$ cat config.mk
export PLATFORM = sky130hd
export DESIGN_NAME = mmd_indirect_portal
export DESIGN_NICKNAME = d
export VERILOG_FILES = /design/src/hdl/mmd_pkg.sv /design/src/hdl/mgmt_frame_slave.sv /design/src/hdl/mmd_indirect_portal.sv
export SDC_FILE = /design/constraint.sdc
export NUM_CORES = 1
export LEC_CHECK = 0
export BUFFER_PORTS_ARGS = -buffer_cell sky130_fd_sc_hd__clkbuf_2
export CAP_MARGIN = 20
export CELL_PAD_IN_SITES_DETAIL_PLACEMENT = 0
export CELL_PAD_IN_SITES_GLOBAL_PLACEMENT = 1
export CORE_MARGIN = 1
export CORE_UTILIZATION = 35
export CTS_BUF_LIST = sky130_fd_sc_hd__clkbuf_16
export CTS_CLUSTER_SIZE = 40
export DETAILED_ROUTE_END_ITERATION = 12
export PLACE_DENSITY = 0.67
export RECOVER_POWER = 100
export SYNTH_ARGS = -nofsm -noshare
export SYNTH_HDL_FRONTEND = slang
export SYNTH_SLANG_ARGS = --single-unit
$ cat constraint.sdc
create_clock -name sys_clk -period 3 [get_ports sys_clk]
set_input_delay 0.6 -clock sys_clk [delete_from_list [all_inputs] [get_ports sys_clk]]
set_output_delay 0.6 -clock sys_clk [all_outputs]
set_load 0.02 [all_outputs]
$ cat src/hdl/mmd_pkg.sv
// constants shared by the indirect register portal and its management frame slave
package mmd_pkg;

	// ----------------------------------------------------------------
	// direct management register offsets
	// ----------------------------------------------------------------
	localparam logic [4:0] REG_MMD_CONTROL = 5'h0D;
	localparam logic [4:0] REG_MMD_DATA = 5'h0E;

	// ----------------------------------------------------------------
	// portal control register fields
	// ----------------------------------------------------------------
	localparam int CTRL_OP_MSB = 15;
	localparam int CTRL_OP_LSB = 14;
	localparam int CTRL_RSV_MSB = 13;
	localparam int CTRL_RSV_LSB = 5;
	localparam int CTRL_DEV_MSB = 4;
	localparam logic [1:0] OP_REGISTER = 2'h0;
	localparam logic [1:0] OP_DATA_HOLD = 2'h1;
	localparam logic [1:0] OP_DATA_INC_RW = 2'h2;
	localparam logic [1:0] OP_DATA_INC_WR = 2'h3;
	localparam logic [15:0] CTRL_RESET = 16'h0000;
	localparam logic [15:0] PORTAL_RESET = 16'h0000;

	// ----------------------------------------------------------------
	// indirect spaces and registers
	// ----------------------------------------------------------------
	localparam logic [4:0] DEV_LINE_SIDE = 5'h01;
	localparam logic [4:0] DEV_WAKE = 5'h1F;
	localparam logic [15:0] LINE_CONTROL_ONE = 16'h0000;
	localparam logic [15:0] LINE_STATUS_ONE = 16'h0001;
	localparam logic [15:0] WAKE_CONTROL = 16'h0000;
	localparam logic [15:0] WAKE_STATION_FIRST = 16'h0019;
	localparam logic [15:0] WAKE_STATION_LAST = 16'h001B;
	localparam int IDLE_ENABLE_BIT = 12;
	localparam int IDLE_LATCHED_BIT = 8;
	localparam int WAKE_LINK_UP_BIT = 0;
	localparam logic [15:0] WAKE_RESET = 16'h0000;

	// ----------------------------------------------------------------
	// management frame layout
	// ----------------------------------------------------------------
	localparam logic [1:0] FRAME_OP_READ = 2'h2;
	localparam logic [1:0] FRAME_OP_WRITE = 2'h1;
	localparam logic [4:0] FRAME_HDR_LAST = 5'h0C;
	localparam logic [4:0] FRAME_TA_BITS = 5'h02;
	localparam logic [4:0] FRAME_TAIL_LAST = 5'h11;
	localparam logic [4:0] FRAME_RD_RELEASE = 5'h12;

endpackage

$ cat src/hdl/mgmt_frame_slave.sv
// serial management frame slave: samples the management clock and data pin
`timescale 1ns/1ps
module mgmt_frame_slave #(
	parameter logic [4:0] PHY_ADDR = 5'h00
) (
	input wire logic sys_clk,
	input wire logic nrst,
	input wire logic mdc,
	input wire logic mdio_in,
	input wire logic [15:0] rd_data,
	output logic [4:0] reg_addr,
	output logic [15:0] wr_data,
	output logic wr_stb,
	output logic rd_stb,
	output logic mdio_out,
	output logic mdio_oe
);

	typedef enum logic [1:0] {S_IDLE, S_HDR, S_WRITE, S_READ} frame_state_t;

	frame_state_t state;
	logic mdc_s1, mdc_s2, mdc_s3;
	logic mdio_s1, mdio_s2;
	logic prev_one;
	logic do_write;
	logic [4:0] cnt;
	logic [11:0] hdr;
	logic [12:0] next_hdr;
	logic [15:0] shift;
	logic rise, fall;

	// ----------------------------------------------------------------
	// pin synchronisers and clock edge detection
	// ----------------------------------------------------------------
	// first stages feed only the second stages
	always_ff @(posedge sys_clk or negedge nrst) begin
		if (!nrst) begin
			mdc_s1 <= 1'b0;
			mdc_s2 <= 1'b0;
			mdc_s3 <= 1'b0;
			mdio_s1 <= 1'b1;
			mdio_s2 <= 1'b1;
		end else begin
			mdc_s1 <= mdc;
			mdc_s2 <= mdc_s1;
			mdc_s3 <= mdc_s2;
			mdio_s1 <= mdio_in;
			mdio_s2 <= mdio_s1;
		end
	end

	assign rise = mdc_s2 & ~mdc_s3;
	assign fall = ~mdc_s2 & mdc_s3;
	assign next_hdr = {hdr, mdio_s2};

	// ----------------------------------------------------------------
	// frame sequencer
	// ----------------------------------------------------------------
	// frames for another address are walked through so they are never mistaken for a start
	always_ff @(posedge sys_clk or negedge nrst) begin
		if (!nrst) begin
			state <= S_IDLE;
			cnt <= 5'h00;
			hdr <= 12'h000;
			prev_one <= 1'b0;
			do_write <= 1'b0;
			reg_addr <= 5'h00;
			wr_data <= 16'h0000;
			wr_stb <= 1'b0;
			rd_stb <= 1'b0;
		end else begin
			wr_stb <= 1'b0;
			rd_stb <= 1'b0;
			unique case (state)
				S_IDLE: if (rise) begin
					prev_one <= mdio_s2;
					if (!mdio_s2 && prev_one) begin
						state <= S_HDR;
						cnt <= 5'h00;
					end
				end
				S_HDR: if (rise) begin
					hdr <= next_hdr[11:0];
					cnt <= cnt + 5'h01;
					if (cnt == mmd_pkg::FRAME_HDR_LAST) begin
						cnt <= 5'h00;
						reg_addr <= next_hdr[4:0];
						if (next_hdr[12] && next_hdr[9:5] == PHY_ADDR && next_hdr[11:10] == mmd_pkg::FRAME_OP_READ) begin
							rd_stb <= 1'b1;
							state <= S_READ;
						end else begin
							do_write <= next_hdr[12] && next_hdr[9:5] == PHY_ADDR
								&& next_hdr[11:10] == mmd_pkg::FRAME_OP_WRITE;
							state <= S_WRITE;
						end
					end
				end
				S_WRITE: if (rise) begin
					cnt <= cnt + 5'h01;
					if (cnt >= mmd_pkg::FRAME_TA_BITS) begin
						wr_data <= {wr_data[14:0], mdio_s2};
					end
					if (cnt == mmd_pkg::FRAME_TAIL_LAST) begin
						wr_stb <= do_write;
						prev_one <= 1'b0;
						state <= S_IDLE;
					end
				end
				S_READ: if (fall) begin
					cnt <= cnt + 5'h01;
					if (cnt == mmd_pkg::FRAME_RD_RELEASE) begin
						prev_one <= 1'b0;
						state <= S_IDLE;
					end
				end
			endcase
		end
	end

	// ----------------------------------------------------------------
	// read data drive
	// ----------------------------------------------------------------
	// data changes on falling edges so the far end samples it stable on rising ones
	always_ff @(posedge sys_clk or negedge nrst) begin
		if (!nrst) begin
			shift <= 16'h0000;
			mdio_out <= 1'b0;
			mdio_oe <= 1'b0;
		end else if (rd_stb) begin
			shift <= rd_data;
		end else if (state == S_READ && fall) begin
			if (cnt == 5'h00) begin
				mdio_oe <= 1'b0;
			end else if (cnt == 5'h01) begin
				mdio_oe <= 1'b1;
				mdio_out <= 1'b0;
			end else if (cnt <= mmd_pkg::FRAME_TAIL_LAST) begin
				mdio_out <= shift[15];
				shift <= {shift[14:0], 1'b0};
			end else begin
				mdio_oe <= 1'b0;
			end
		end else if (state != S_READ) begin
			mdio_oe <= 1'b0;
		end
	end

endmodule

$ cat src/hdl/mmd_indirect_portal.sv
// indirect register portal reached through the serial management frames
`timescale 1ns/1ps
// ----------------------------------------------------------------
// Summary of operation
// thirty-two indirect spaces of 65536 words, reached only through two portal registers
// control bits 4:0 choose the indirect space used by data port accesses
// control bits 15:14 choose address mode 00 or one of three data modes
// in mode 00 the data port stores and returns the target register address
// in data modes the data port reads or writes the selected indirect register
// mode 01 leaves the target address unchanged after data port reads and writes
// mode 10 advances the target address after every data port read and write
// mode 11 advances the target address after writes only, never after reads
// manager sets device, writes address in mode 00, switches to data mode, writes value
// burst reads in mode 10 return consecutive registers, one per data port read
// writing 0001h to space 1Fh register 0 enables link-up as wake event trigger
// space 1Fh registers 19h to 1Bh hold the three wake station address words
// space 1 register 0 bit 12 is the low power idle enable, reset to 0
// space 1 register 1 bit 8 latches high on idle entry and clears when read
// unimplemented spaces and registers read as zero and ignore writes
// ----------------------------------------------------------------
module mmd_indirect_portal #(
	parameter logic [4:0] PHY_ADDR = 5'h00
) (
	input wire logic sys_clk,
	input wire logic nrst,
	input wire logic mdc,
	input wire logic mdio_in,
	input wire logic low_power_idle_state_in,
	output logic mdio_out,
	output logic mdio_oe,
	output logic low_power_idle_enable,
	output logic wake_link_up_enable
);

	logic [4:0] reg_addr;
	logic [15:0] wr_data;
	logic wr_stb;
	logic rd_stb;
	logic [15:0] rd_data;
	logic [15:0] mmd_data;

	logic [1:0] ctrl_op;
	logic [8:0] ctrl_rsv;
	logic [4:0] ctrl_dev;
	logic [15:0] portal_addr;
	logic [15:0] wake_ctrl;
	logic [15:0] station_word [0:2];
	logic low_power_idle_latched;
	logic idle_s1, idle_s2;

	logic ctrl_wr, data_wr, data_rd, data_mode, advance;
	logic ind_wr, ind_rd;

	// ----------------------------------------------------------------
	// helpers
	// ----------------------------------------------------------------
	// station words sit in a short window of consecutive indirect addresses
	function automatic logic station_hit(input logic [15:0] addr);
		station_hit = addr >= mmd_pkg::WAKE_STATION_FIRST && addr <= mmd_pkg::WAKE_STATION_LAST;
	endfunction

	function automatic logic [1:0] station_index(input logic [15:0] addr);
		logic [15:0] diff;
		diff = addr - mmd_pkg::WAKE_STATION_FIRST;
		station_index = diff[1:0];
	endfunction

	// ----------------------------------------------------------------
	// management frame slave
	// ----------------------------------------------------------------
	mgmt_frame_slave #(
		.PHY_ADDR(PHY_ADDR)
	) u_frame (
		.sys_clk(sys_clk),
		.nrst(nrst),
		.mdc(mdc),
		.mdio_in(mdio_in),
		.rd_data(rd_data),
		.reg_addr(reg_addr),
		.wr_data(wr_data),
		.wr_stb(wr_stb),
		.rd_stb(rd_stb),
		.mdio_out(mdio_out),
		.mdio_oe(mdio_oe)
	);

	// ----------------------------------------------------------------
	// access decode
	// ----------------------------------------------------------------
	// only the two portal offsets are mapped; the indirect spaces have no other path in
	assign ctrl_wr = wr_stb && reg_addr == mmd_pkg::REG_MMD_CONTROL;
	assign data_wr = wr_stb && reg_addr == mmd_pkg::REG_MMD_DATA;
	assign data_rd = rd_stb && reg_addr == mmd_pkg::REG_MMD_DATA;
	assign data_mode = ctrl_op != mmd_pkg::OP_REGISTER;
	assign ind_wr = data_wr && data_mode;
	assign ind_rd = data_rd && data_mode;
	// mode 10 steps on both directions, mode 11 only on writes, mode 01 never
	assign advance = (ind_rd && ctrl_op == mmd_pkg::OP_DATA_INC_RW)
		|| (ind_wr && (ctrl_op == mmd_pkg::OP_DATA_INC_RW || ctrl_op == mmd_pkg::OP_DATA_INC_WR));

	// ----------------------------------------------------------------
	// portal control register
	// ----------------------------------------------------------------
	// reserved bits are kept as plain storage and read back as written
	always_ff @(posedge sys_clk or negedge nrst) begin
		if (!nrst) begin
			ctrl_op <= mmd_pkg::CTRL_RESET[mmd_pkg::CTRL_OP_MSB:mmd_pkg::CTRL_OP_LSB];
			ctrl_rsv <= mmd_pkg::CTRL_RESET[mmd_pkg::CTRL_RSV_MSB:mmd_pkg::CTRL_RSV_LSB];
			ctrl_dev <= mmd_pkg::CTRL_RESET[mmd_pkg::CTRL_DEV_MSB:0];
		end else if (ctrl_wr) begin
			ctrl_op <= wr_data[mmd_pkg::CTRL_OP_MSB:mmd_pkg::CTRL_OP_LSB];
			ctrl_rsv <= wr_data[mmd_pkg::CTRL_RSV_MSB:mmd_pkg::CTRL_RSV_LSB];
			ctrl_dev <= wr_data[mmd_pkg::CTRL_DEV_MSB:0];
		end
	end

	// ----------------------------------------------------------------
	// stored target register address
	// ----------------------------------------------------------------
	// the address wraps at the top of the space rather than saturating
	always_ff @(posedge sys_clk or negedge nrst) begin
		if (!nrst) begin
			portal_addr <= mmd_pkg::PORTAL_RESET;
		end else if (data_wr && !data_mode) begin
			portal_addr <= wr_data;
		end else if (advance) begin
			portal_addr <= portal_addr + 16'h0001;
		end
	end

	// ----------------------------------------------------------------
	// indirect space 1: line side control
	// ----------------------------------------------------------------
	// only the idle enable bit is stored; the rest of the word reads zero
	always_ff @(posedge sys_clk or negedge nrst) begin
		if (!nrst) begin
			low_power_idle_enable <= 1'b0;
		end else if (ind_wr && ctrl_dev == mmd_pkg::DEV_LINE_SIDE
			&& portal_addr == mmd_pkg::LINE_CONTROL_ONE) begin
			low_power_idle_enable <= wr_data[mmd_pkg::IDLE_ENABLE_BIT];
		end
	end

	// ----------------------------------------------------------------
	// idle entry latch
	// ----------------------------------------------------------------
	// the line side state arrives from another domain, so it is synchronised first
	always_ff @(posedge sys_clk or negedge nrst) begin
		if (!nrst) begin
			idle_s1 <= 1'b0;
			idle_s2 <= 1'b0;
		end else begin
			idle_s1 <= low_power_idle_state_in;
			idle_s2 <= idle_s1;
		end
	end

	// an entry seen in the same cycle as the clearing read wins, so no entry is lost
	always_ff @(posedge sys_clk or negedge nrst) begin
		if (!nrst) begin
			low_power_idle_latched <= 1'b0;
		end else if (idle_s2) begin
			low_power_idle_latched <= 1'b1;
		end else if (ind_rd && ctrl_dev == mmd_pkg::DEV_LINE_SIDE
			&& portal_addr == mmd_pkg::LINE_STATUS_ONE) begin
			low_power_idle_latched <= 1'b0;
		end
	end

	// ----------------------------------------------------------------
	// indirect space 1Fh: wake control and station address
	// ----------------------------------------------------------------
	always_ff @(posedge sys_clk or negedge nrst) begin
		if (!nrst) begin
			wake_ctrl <= mmd_pkg::WAKE_RESET;
			wake_link_up_enable <= 1'b0;
		end else if (ind_wr && ctrl_dev == mmd_pkg::DEV_WAKE && portal_addr == mmd_pkg::WAKE_CONTROL) begin
			wake_ctrl <= wr_data;
			wake_link_up_enable <= wr_data[mmd_pkg::WAKE_LINK_UP_BIT];
		end
	end

	// three words held as an array so a burst walks them in address order
	always_ff @(posedge sys_clk or negedge nrst) begin
		if (!nrst) begin
			for (int i = 0; i < 3; i++) begin
				station_word[i] <= mmd_pkg::WAKE_RESET;
			end
		end else if (ind_wr && ctrl_dev == mmd_pkg::DEV_WAKE && station_hit(portal_addr)) begin
			station_word[station_index(portal_addr)] <= wr_data;
		end
	end

	// ----------------------------------------------------------------
	// indirect read mux
	// ----------------------------------------------------------------
	// anything not decoded here reads zero; writes to it fall through untouched
	always_comb begin
		mmd_data = 16'h0000;
		if (ctrl_dev == mmd_pkg::DEV_LINE_SIDE) begin
			if (portal_addr == mmd_pkg::LINE_CONTROL_ONE) begin
				mmd_data[mmd_pkg::IDLE_ENABLE_BIT] = low_power_idle_enable;
			end else if (portal_addr == mmd_pkg::LINE_STATUS_ONE) begin
				mmd_data[mmd_pkg::IDLE_LATCHED_BIT] = low_power_idle_latched;
			end
		end else if (ctrl_dev == mmd_pkg::DEV_WAKE) begin
			if (portal_addr == mmd_pkg::WAKE_CONTROL) begin
				mmd_data = wake_ctrl;
			end else if (station_hit(portal_addr)) begin
				mmd_data = station_word[station_index(portal_addr)];
			end
		end
	end

	// the frame slave copies this word in the cycle of its read strobe
	always_comb begin
		rd_data = 16'h0000;
		if (reg_addr == mmd_pkg::REG_MMD_CONTROL) begin
			rd_data = {ctrl_op, ctrl_rsv, ctrl_dev};
		end else if (reg_addr == mmd_pkg::REG_MMD_DATA) begin
			rd_data = data_mode ? mmd_data : portal_addr;
		end
	end
endmodule

==> reports/summary.log, run 1 <==
qor: outcome.outcome complete, but fails checks
qor: outcome.failed_checks capacitance limit, slew limit
qor: floorplan.num_rows 56
qor: logic_synthesis.synthesis.area 8351 µm²
qor: logic_synthesis.yosysTopAreaCellShare 49.45%
qor: logic_synthesis.yosysWarningCount 0
qor: pwr.peakVddDrop 0.0003067 V
qor: pwr.power_density 575.5 nW/µm²
qor: clock_tree.clkLatencyLatePin 0.43 ns
qor: critical_path.crit_path_frequent_cell a211oi_1
qor: placed_design.place_area 8783 µm²
qor: logic_synthesis.postSynthAreaPerCell 11.91 µm²
qor: sta.fmaxAchievable 373.2 MHz
qor: critical_path.critPathMaxStageDelay 0.50 ns
qor: clock_tree.tritoncts built
qor: critical_path.critical_path.endpoint_type flip-flop
qor: sta.slew_viol_final 35
qor: global_route.grt_antenna_before_repair 0
qor: logic_synthesis.synth_flop_cell dfrtp_1
qor: drt.antenna_left 0
qor: placed_design.dp_hpwl 14160 µm
qor: drt.post_drt_via_cell_ratio 5.414
qor: logic_synthesis.ys_ff_latch 167
qor: critical_path.worstPathCellList inv_1 > ha_1 > clkbuf_2 > mux2_2 > a22oi_1 > nor3_1 > a211oi_1 > a211oi_1
qor: logic_synthesis.synthArstFlopShare 100.0%
qor: final_layout.antenna_cells 0
qor: critical_path.crit_path_top_delay_cell dfrtp_1
qor: sta.hold_viol_final 0
qor: critical_path.critical_path.max_fanout 18
qor: sta.timing.final.crit_share 89.32%
qor: sta.slew_headroom -40.32%
qor: final_layout.layout-drive-gt1-share 21.38%
qor: clock_tree.cts_setup_buffers 0
qor: pwr.finalPower 5.319 mW
qor: critical_path.worstPathBufferInverterCount 2
qor: final_layout.multi_input_comb_area 3767 µm²
qor: critical_path.critical_path.top_delay_family compound AO/OA/AOI/OAI gates
qor: clock_tree.ctsHoldBuffers 0
qor: clock_tree.cts_buffer_depth 2
qor: logic_synthesis.synth_seq_area_share 50.07%
qor: placed_design.portBuffers 8
qor: sta.number_of_setup_violations_in_the_final_report 0
qor: sta.rsz0062_at_grt false
qor: sta.worst_clock_skew 0.01292 ns
qor: final_layout.design_area 9241 µm²
qor: floorplan.initial_core_util 35.68%
qor: critical_path.timing.critical_path.from_type flip-flop
qor: final_layout.num-nets-final 726
qor: drt.num_vias 5652
qor: final_layout.syn_to_final_growth 10.67%
qor: sta.timing_worst_slew_pin_value 2.105 ns
qor: logic_synthesis.syn_nets 715
qor: floorplan.floorplan.die_area 24480 µm²
qor: logic_synthesis.gate_count_after_technology_mapping 701
qor: clock_tree.htreeDepth 4
qor: clock_tree.worst_setup_hold_path_clk_slew 0.08 ns
qor: placed_design.finalWeightedCongestion 0.8587
qor: critical_path.cp.arrival 2.94 ns
qor: worst_hold_path.hp-class input pin to flip-flop
qor: logic_synthesis.netlist-cell-type-count 66
qor: final_layout.fillCellCount 2283
qor: global_route.grt.overflow.total 0
qor: logic_synthesis.leading_area_contributor_after_synthesis dfrtp_1
qor: global_route.largest_net_degree_at_the_start_of_global_routing 74
qor: critical_path.worstPathRequired 3.26 ns
qor: drt.route.detailed.drc 0
qor: critical_path.r2r.worst_path.cells 8
qor: floorplan.io_pins 9
qor: global_route.via_count_of_the_first_global_routing_pass 5755
qor: clock_tree.cts_repair_resize_count 0
qor: critical_path.critical_path_cell_count 8
qor: floorplan.core_area 23400 µm²
qor: drt.violation_count_after_the_first_detailed_routing_iteration 472
qor: critical_path.timing_worst_setup_path_type flip-flop to flip-flop
qor: logic_synthesis.synth-edff-count 0
qor: clock_tree.cts-buffers-inserted 17
qor: drt.detail_route.first_pass.iterations 5
qor: floorplan.die-height 156.5 µm
qor: clock_tree.cts_root_buf clkbuf_16
qor: floorplan.horizontal_die_dimension 156.5 µm
qor: drt.detail_route.wirelength 20520 µm
qor: sta.fin_tns_setup 0 ns
qor: drt.final_routed_wire_length_divided_by_cell_count 19.65 µm
qor: global_route.grt.total_usage 17.96%
qor: clock_tree.clock-sinks 167
qor: pwr.leakage 4.145 nW
qor: logic_synthesis.netlist_top_cells_area dfrtp_1 (49%), mux2_2 (11%), mux2_4 (7.2%)
qor: global_route.wire_length_of_the_first_global_routing_pass 33220 µm
qor: worst_hold_path.hold-path-cell-count 1
qor: sta.final_period_minus_worst_setup_slack 2.680 ns
qor: final_layout.area.sequential 4182 µm²
qor: run.drv_cap 1
report_power, final:
part	switching (mW)	internal [mW]	leakage, nW
combinational	0.192	0.166	1.52
clock	0.978	1.51	0.331
sequential	0.122	2.36	2.29
cell usage after synthesis, drive strengths merged (8+ instances only):
cell	instances
dfrtp	165
mux2	122
nand3	45
nand2	44
nor2	34
a21oi	29
mux2i	27
clkbuf	21
o21ai	20
buf	15
a211oi	14
inv	14
nor3	13
nor4	10
o2bb2ai	10
a221o	9
ha	9
a2bb2oi	8
state kept, by name (all words and copies together) (netlist names), 2 cells and up:
| name | cells |
|---|---|
| ctrl_dev | 5 |
| ctrl_op | 2 |
| ctrl_rsv | 9 |
| portal_addr | 16 |
| station_word | 48 |
| u_frame.cnt | 5 |
| u_frame.hdr | 12 |
| u_frame.reg_addr | 5 |
| u_frame.shift | 16 |
| u_frame.state | 2 |
| u_frame.wr_data | 16 |
| wake_ctrl | 16 |
path summary, 6_finish.rpt:
kind / startpoint / to / slack, ns
max in group asynchronous: nrst / wake_ctrl[3] / 0.84
worst min register to register: u_frame.mdio_s1 / u_frame.mdio_s2 / 0.36
worst max-delay path: portal_addr[0] / u_frame.shift[15] / 0.32
min in group asynchronous: nrst / u_frame.wr_data[0] / 0.77
worst max register to register: portal_addr[0] / u_frame.shift[15] / 0.32
worst min-delay path: mdio_in / u_frame.mdio_s1 / 0.24
cell type report:
cell class	instances	area share, %
Sequential cell	167	45.25
Clock inverter	15	2.586
Clock buffer	17	4.603
Multi-Input combinational cell	484	40.77
Tap cell	319	4.319
Inverter	14	0.5686
Timing Repair Buffer	28	1.909
stage by stage:
step           setup WS [ns]  hold slack [ns]  cells  utilization (%)
2_1_floorplan         0.2792           0.3044    701                -
3_3_place_gp          0.4902           0.3446   1012            37.53
3_5_place_dp          0.4267           0.3434   1012            37.53
4_1_cts               0.4376          0.06171   1044            40.37
5_1_grt               0.1903           0.2308   1044            39.49
6_report              0.3205           0.2443   1044            39.49
layout by cell type (no fill, tap or decap), types with 3 or more instances in the layout:
cell type / instances
a211oi_1: 14
a21o_1: 4
a21oi_1: 29
a221o_1: 9
a22oi_1: 7
a2bb2oi_1: 8
a31oi_1: 3
and2_0: 3
and3_1: 6
buf_4: 12
bufinv_16: 5
clkbuf_1: 7
clkbuf_16: 17
clkbuf_2: 8
dfrtp_1: 165
ha_1: 9
inv_1: 15
inv_6: 3
inv_8: 4
mux2_1: 39
mux2_2: 82
mux2i_1: 27
nand2_1: 41
nand2_2: 3
nand2b_1: 7
nand3_1: 44
nand4_1: 4
nand4b_1: 3
nor2_1: 34
nor2b_1: 5
nor3_1: 12
nor4_1: 6
nor4_4: 3
o21ai_0: 20
o22ai_1: 3
o2bb2ai_1: 10
o311ai_0: 3
or2_2: 5
xnor2_1: 6
routing by layer:
metal	track usage [%]	routed length, µm	vias to the layer above
li1	-	-	2607
met1	25.10	9827	2896
met2	28.10	9470	129
met3	3.268	862	20
met4	5.696	354	0
met5	0	0	-
logic make-up (layout without fill, tap and decap cells):
kind of cell               count (synthesis)  count (layout)  synth area share (%)
xor gates and xnor gates                   7               7                0.7342
AOI/OAI and AO/OA                        126             126                 10.58
and+or+nand+nor                          193             193                 12.95
DFF                                      167             167                 50.07
adders and majority gates                  9               9                 1.349
muxes                                    149             149                 21.49
buffers and inverters                     50              74                 2.832
(Power assumes the default switching activity.)
==> run 2: changes to the inputs <==
- PLACE_DENSITY: 0.67 -> 0.57
- clock period: 3 -> 2.2 ns (I/O delays scaled with it)
==> run 2 against run 1 <==
Compared with the run above:
- the flow now finishes without violations
- flip-flop and latch count did not move
- core utilization rose by 2.0 points
- design area rose by 5.0%
- final cell count rose by 3.9%
- critical path type unchanged
- largest cell class unchanged
==> reports/summary.log, run 2 (same netlist as run 1, synthesis figures left out) <==
qor: outcome.outcome complete, no violations
qor: pwr.p_clk_share 43.8%
qor: global_route.grt.total_usage 19.17%
qor: sta.worst_clock_skew 0.01770 ns
qor: final_layout.final_common_cell dfrtp_1
qor: sta.slew_headroom 23.66%
qor: sta.hold_viol_final 0
qor: pwr.leakage 4.439 nW
qor: final_layout.antenna_cells 0
qor: sta.timing_worst_slew_pin_value 1.145 ns
qor: floorplan.num_rows 56
qor: placed_design.dp_hpwl 15730 µm
qor: critical_path.critical_path.endpoint_type flip-flop
qor: pwr.power_density 714.6 nW/µm²
qor: floorplan.horizontal_die_dimension 156.5 µm
qor: clock_tree.worst_setup_hold_path_clk_slew 0.07 ns
qor: global_route.largest_net_degree_at_the_start_of_global_routing 51
qor: critical_path.cp.arrival 2.45 ns
qor: final_layout.largest_register_ff_count 48
qor: placed_design.portBuffers 8
qor: global_route.wire_length_of_the_first_global_routing_pass 34930 µm
qor: pwr.finalPower 6.935 mW
qor: critical_path.timing_worst_setup_path_type flip-flop to flip-flop
qor: drt.violation_count_after_the_first_detailed_routing_iteration 394
qor: critical_path.r2r_end wake_ctrl[15]
qor: floorplan.initial_core_util 35.68%
qor: pwr.internal_power 5.068 mW
qor: clock_tree.cts_root_buf clkbuf_16
qor: clock_tree.htreeDepth 4
qor: clock_tree.clock-sinks 167
qor: drt.detail_route.first_pass.iterations 5
qor: final_layout.syn_to_final_growth 16.21%
qor: drt.detail_route.wirelength 21890 µm
qor: global_route.grt_antenna_before_repair 0
qor: drt.route.detailed.drc 0
qor: global_route.grt.overflow.total 0
qor: final_layout.top_reg_by_flops station_word
qor: final_layout.layout-drive-gt1-share 30.03%
qor: critical_path.setup.worst_path.start portal_addr[11]
qor: critical_path.r2r.worst_path.cells 5
qor: pwr.switching_share 26.92%
qor: placed_design.place_ws 0.02201 ns
qor: critical_path.critical_path.max_fanout 16
qor: critical_path.endpoint wake_ctrl[15]
qor: sta.number_of_setup_violations_in_the_final_report 0
qor: final_layout.postLayoutCoreUtil 41.47%
qor: floorplan.floorplan.die_area 24480 µm²
qor: floorplan.die-height 156.5 µm
qor: critical_path.critical_path.reg2reg.startpoint portal_addr[11]
qor: clock_tree.clkLatencyLatePin 0.44 ns
qor: pwr.power.switching 1.867 mW
qor: run.drv_cap 0
qor: final_layout.mostFrequentLayoutCells dfrtp_1 (164), mux2_2 (82), buf_4 (45)
qor: clock_tree.tritoncts built
qor: drt.antenna_left 0
qor: sta.final_period_minus_worst_setup_slack 2.135 ns
qor: pwr.peakVddDrop 0.0004136 V
qor: pwr.comb_power_share 7.5%
qor: clock_tree.cts-buffers-inserted 17
qor: sta.slew_viol_final 0
qor: sta.fin_tns_setup 0 ns
qor: floorplan.core_area 23400 µm²
qor: drt.post_drt_via_cell_ratio 5.368
qor: pwr.pwr-share-seq 48.7%
qor: sta.rsz0062_at_grt true
qor: sta.final_worst_hold_slack 0.08145 ns
qor: sta.timing.final.crit_share 97.03%
qor: placed_design.finalWeightedCongestion 0.8287
qor: critical_path.timing.critical_path.from_type flip-flop
qor: sta.fmaxAchievable 468.4 MHz
qor: final_layout.num-nets-final 767
qor: worst_hold_path.hp-class input pin to flip-flop
qor: drt.final_routed_wire_length_divided_by_cell_count 20.17 µm
qor: drt.num_vias 5824
qor: sta.setup_ws 0.06529 ns
qor: critical_path.worstPathRequired 2.51 ns
qor: global_route.via_count_of_the_first_global_routing_pass 5987
qor: clock_tree.cts_buffer_depth 2
qor: critical_path.r2r_slack 0.07 ns
qor: floorplan.io_pins 9
run 2: changes by cell type in the layout (fill, tap and decap cells not counted), moves of 2 or more:
| cell | change |
|---|---|
| clkbuf_4 | +2 |
| mux2_1 | -29 |
| buf_4 | +33 |
| mux2_4 | +29 |
| clkbuf_2 | -2 |
| buf_12 | +4 |
| bufinv_16 | -4 |
| inv_6 | +2 |
| nand2_4 | +2 |
| nand2_2 | -3 |
| buf_2 | +2 |
run 2: worst min-delay path by stage:
stage,depth (start not counted),from,end,slack (ns)
finish,1,mdio_in,u_frame.mdio_s1,0.08
global route,1,mdio_in,u_frame.mdio_s1,0.07
CTS,1,mdio_in,u_frame.mdio_s1,0.07
detailed placement,0,u_frame.mdc_s1,u_frame.mdc_s2,0.33
global placement,0,u_frame.mdc_s1,u_frame.mdc_s2,0.34
floorplan,0,nrst,ctrl_dev[0],0.14
run 2: cell type report:
class,instances,area (µm²)
Sequential cell,167,4183
Timing Repair Buffer,69,540.5
Multi-Input combinational cell,484,3944
Tap cell,319,399.1
Clock inverter,15,160.2
Clock buffer,17,425.4
Fill cell,2258,13700
Inverter,14,52.55
run 2: timing repair:
item                                    in CTS  in global routing
setup buffers                                0                  0
endpoints found under the hold margin       37                  0
endpoints found under the setup margin       0                 41
resized for setup                            0                  4
hold buffers                                 1                  0
run 2: per-stage QoR:
step,instance area (µm²),instances
after floorplan,8406,701
after global placement,9219,1052
after detailed placement,9219,1052
after CTS,9814,1085
after global routing,9704,1085
final,9704,1085
run 2: power by group through the flow:
stage	registers (mW)	logic [mW]	clock network, mW
after floorplan	3.37	0.375	0
after global placement	3.42	0.520	0
after detailed placement	3.43	0.540	0
after CTS	3.37	0.546	3.10
after global routing	3.40	0.596	3.21
final	3.38	0.522	3.03
run 2: layer usage:
metal	vias to the layer above	track usage, %	part of all wire [%]
met2	87	29.44	45
met3	30	3.129	2.9
met5	-	0	0
met4	0	6.956	1.8
li1	2697	-	-
met1	3010	27.14	50
run 2: critical path, stage by stage (launching register included):
cell and delay [ns]:
dfrtp_1 0.43, nor4_4 0.45, nand3_1 0.11, or4_1 0.41
clkbuf_4 0.29, mux2_4 0.34
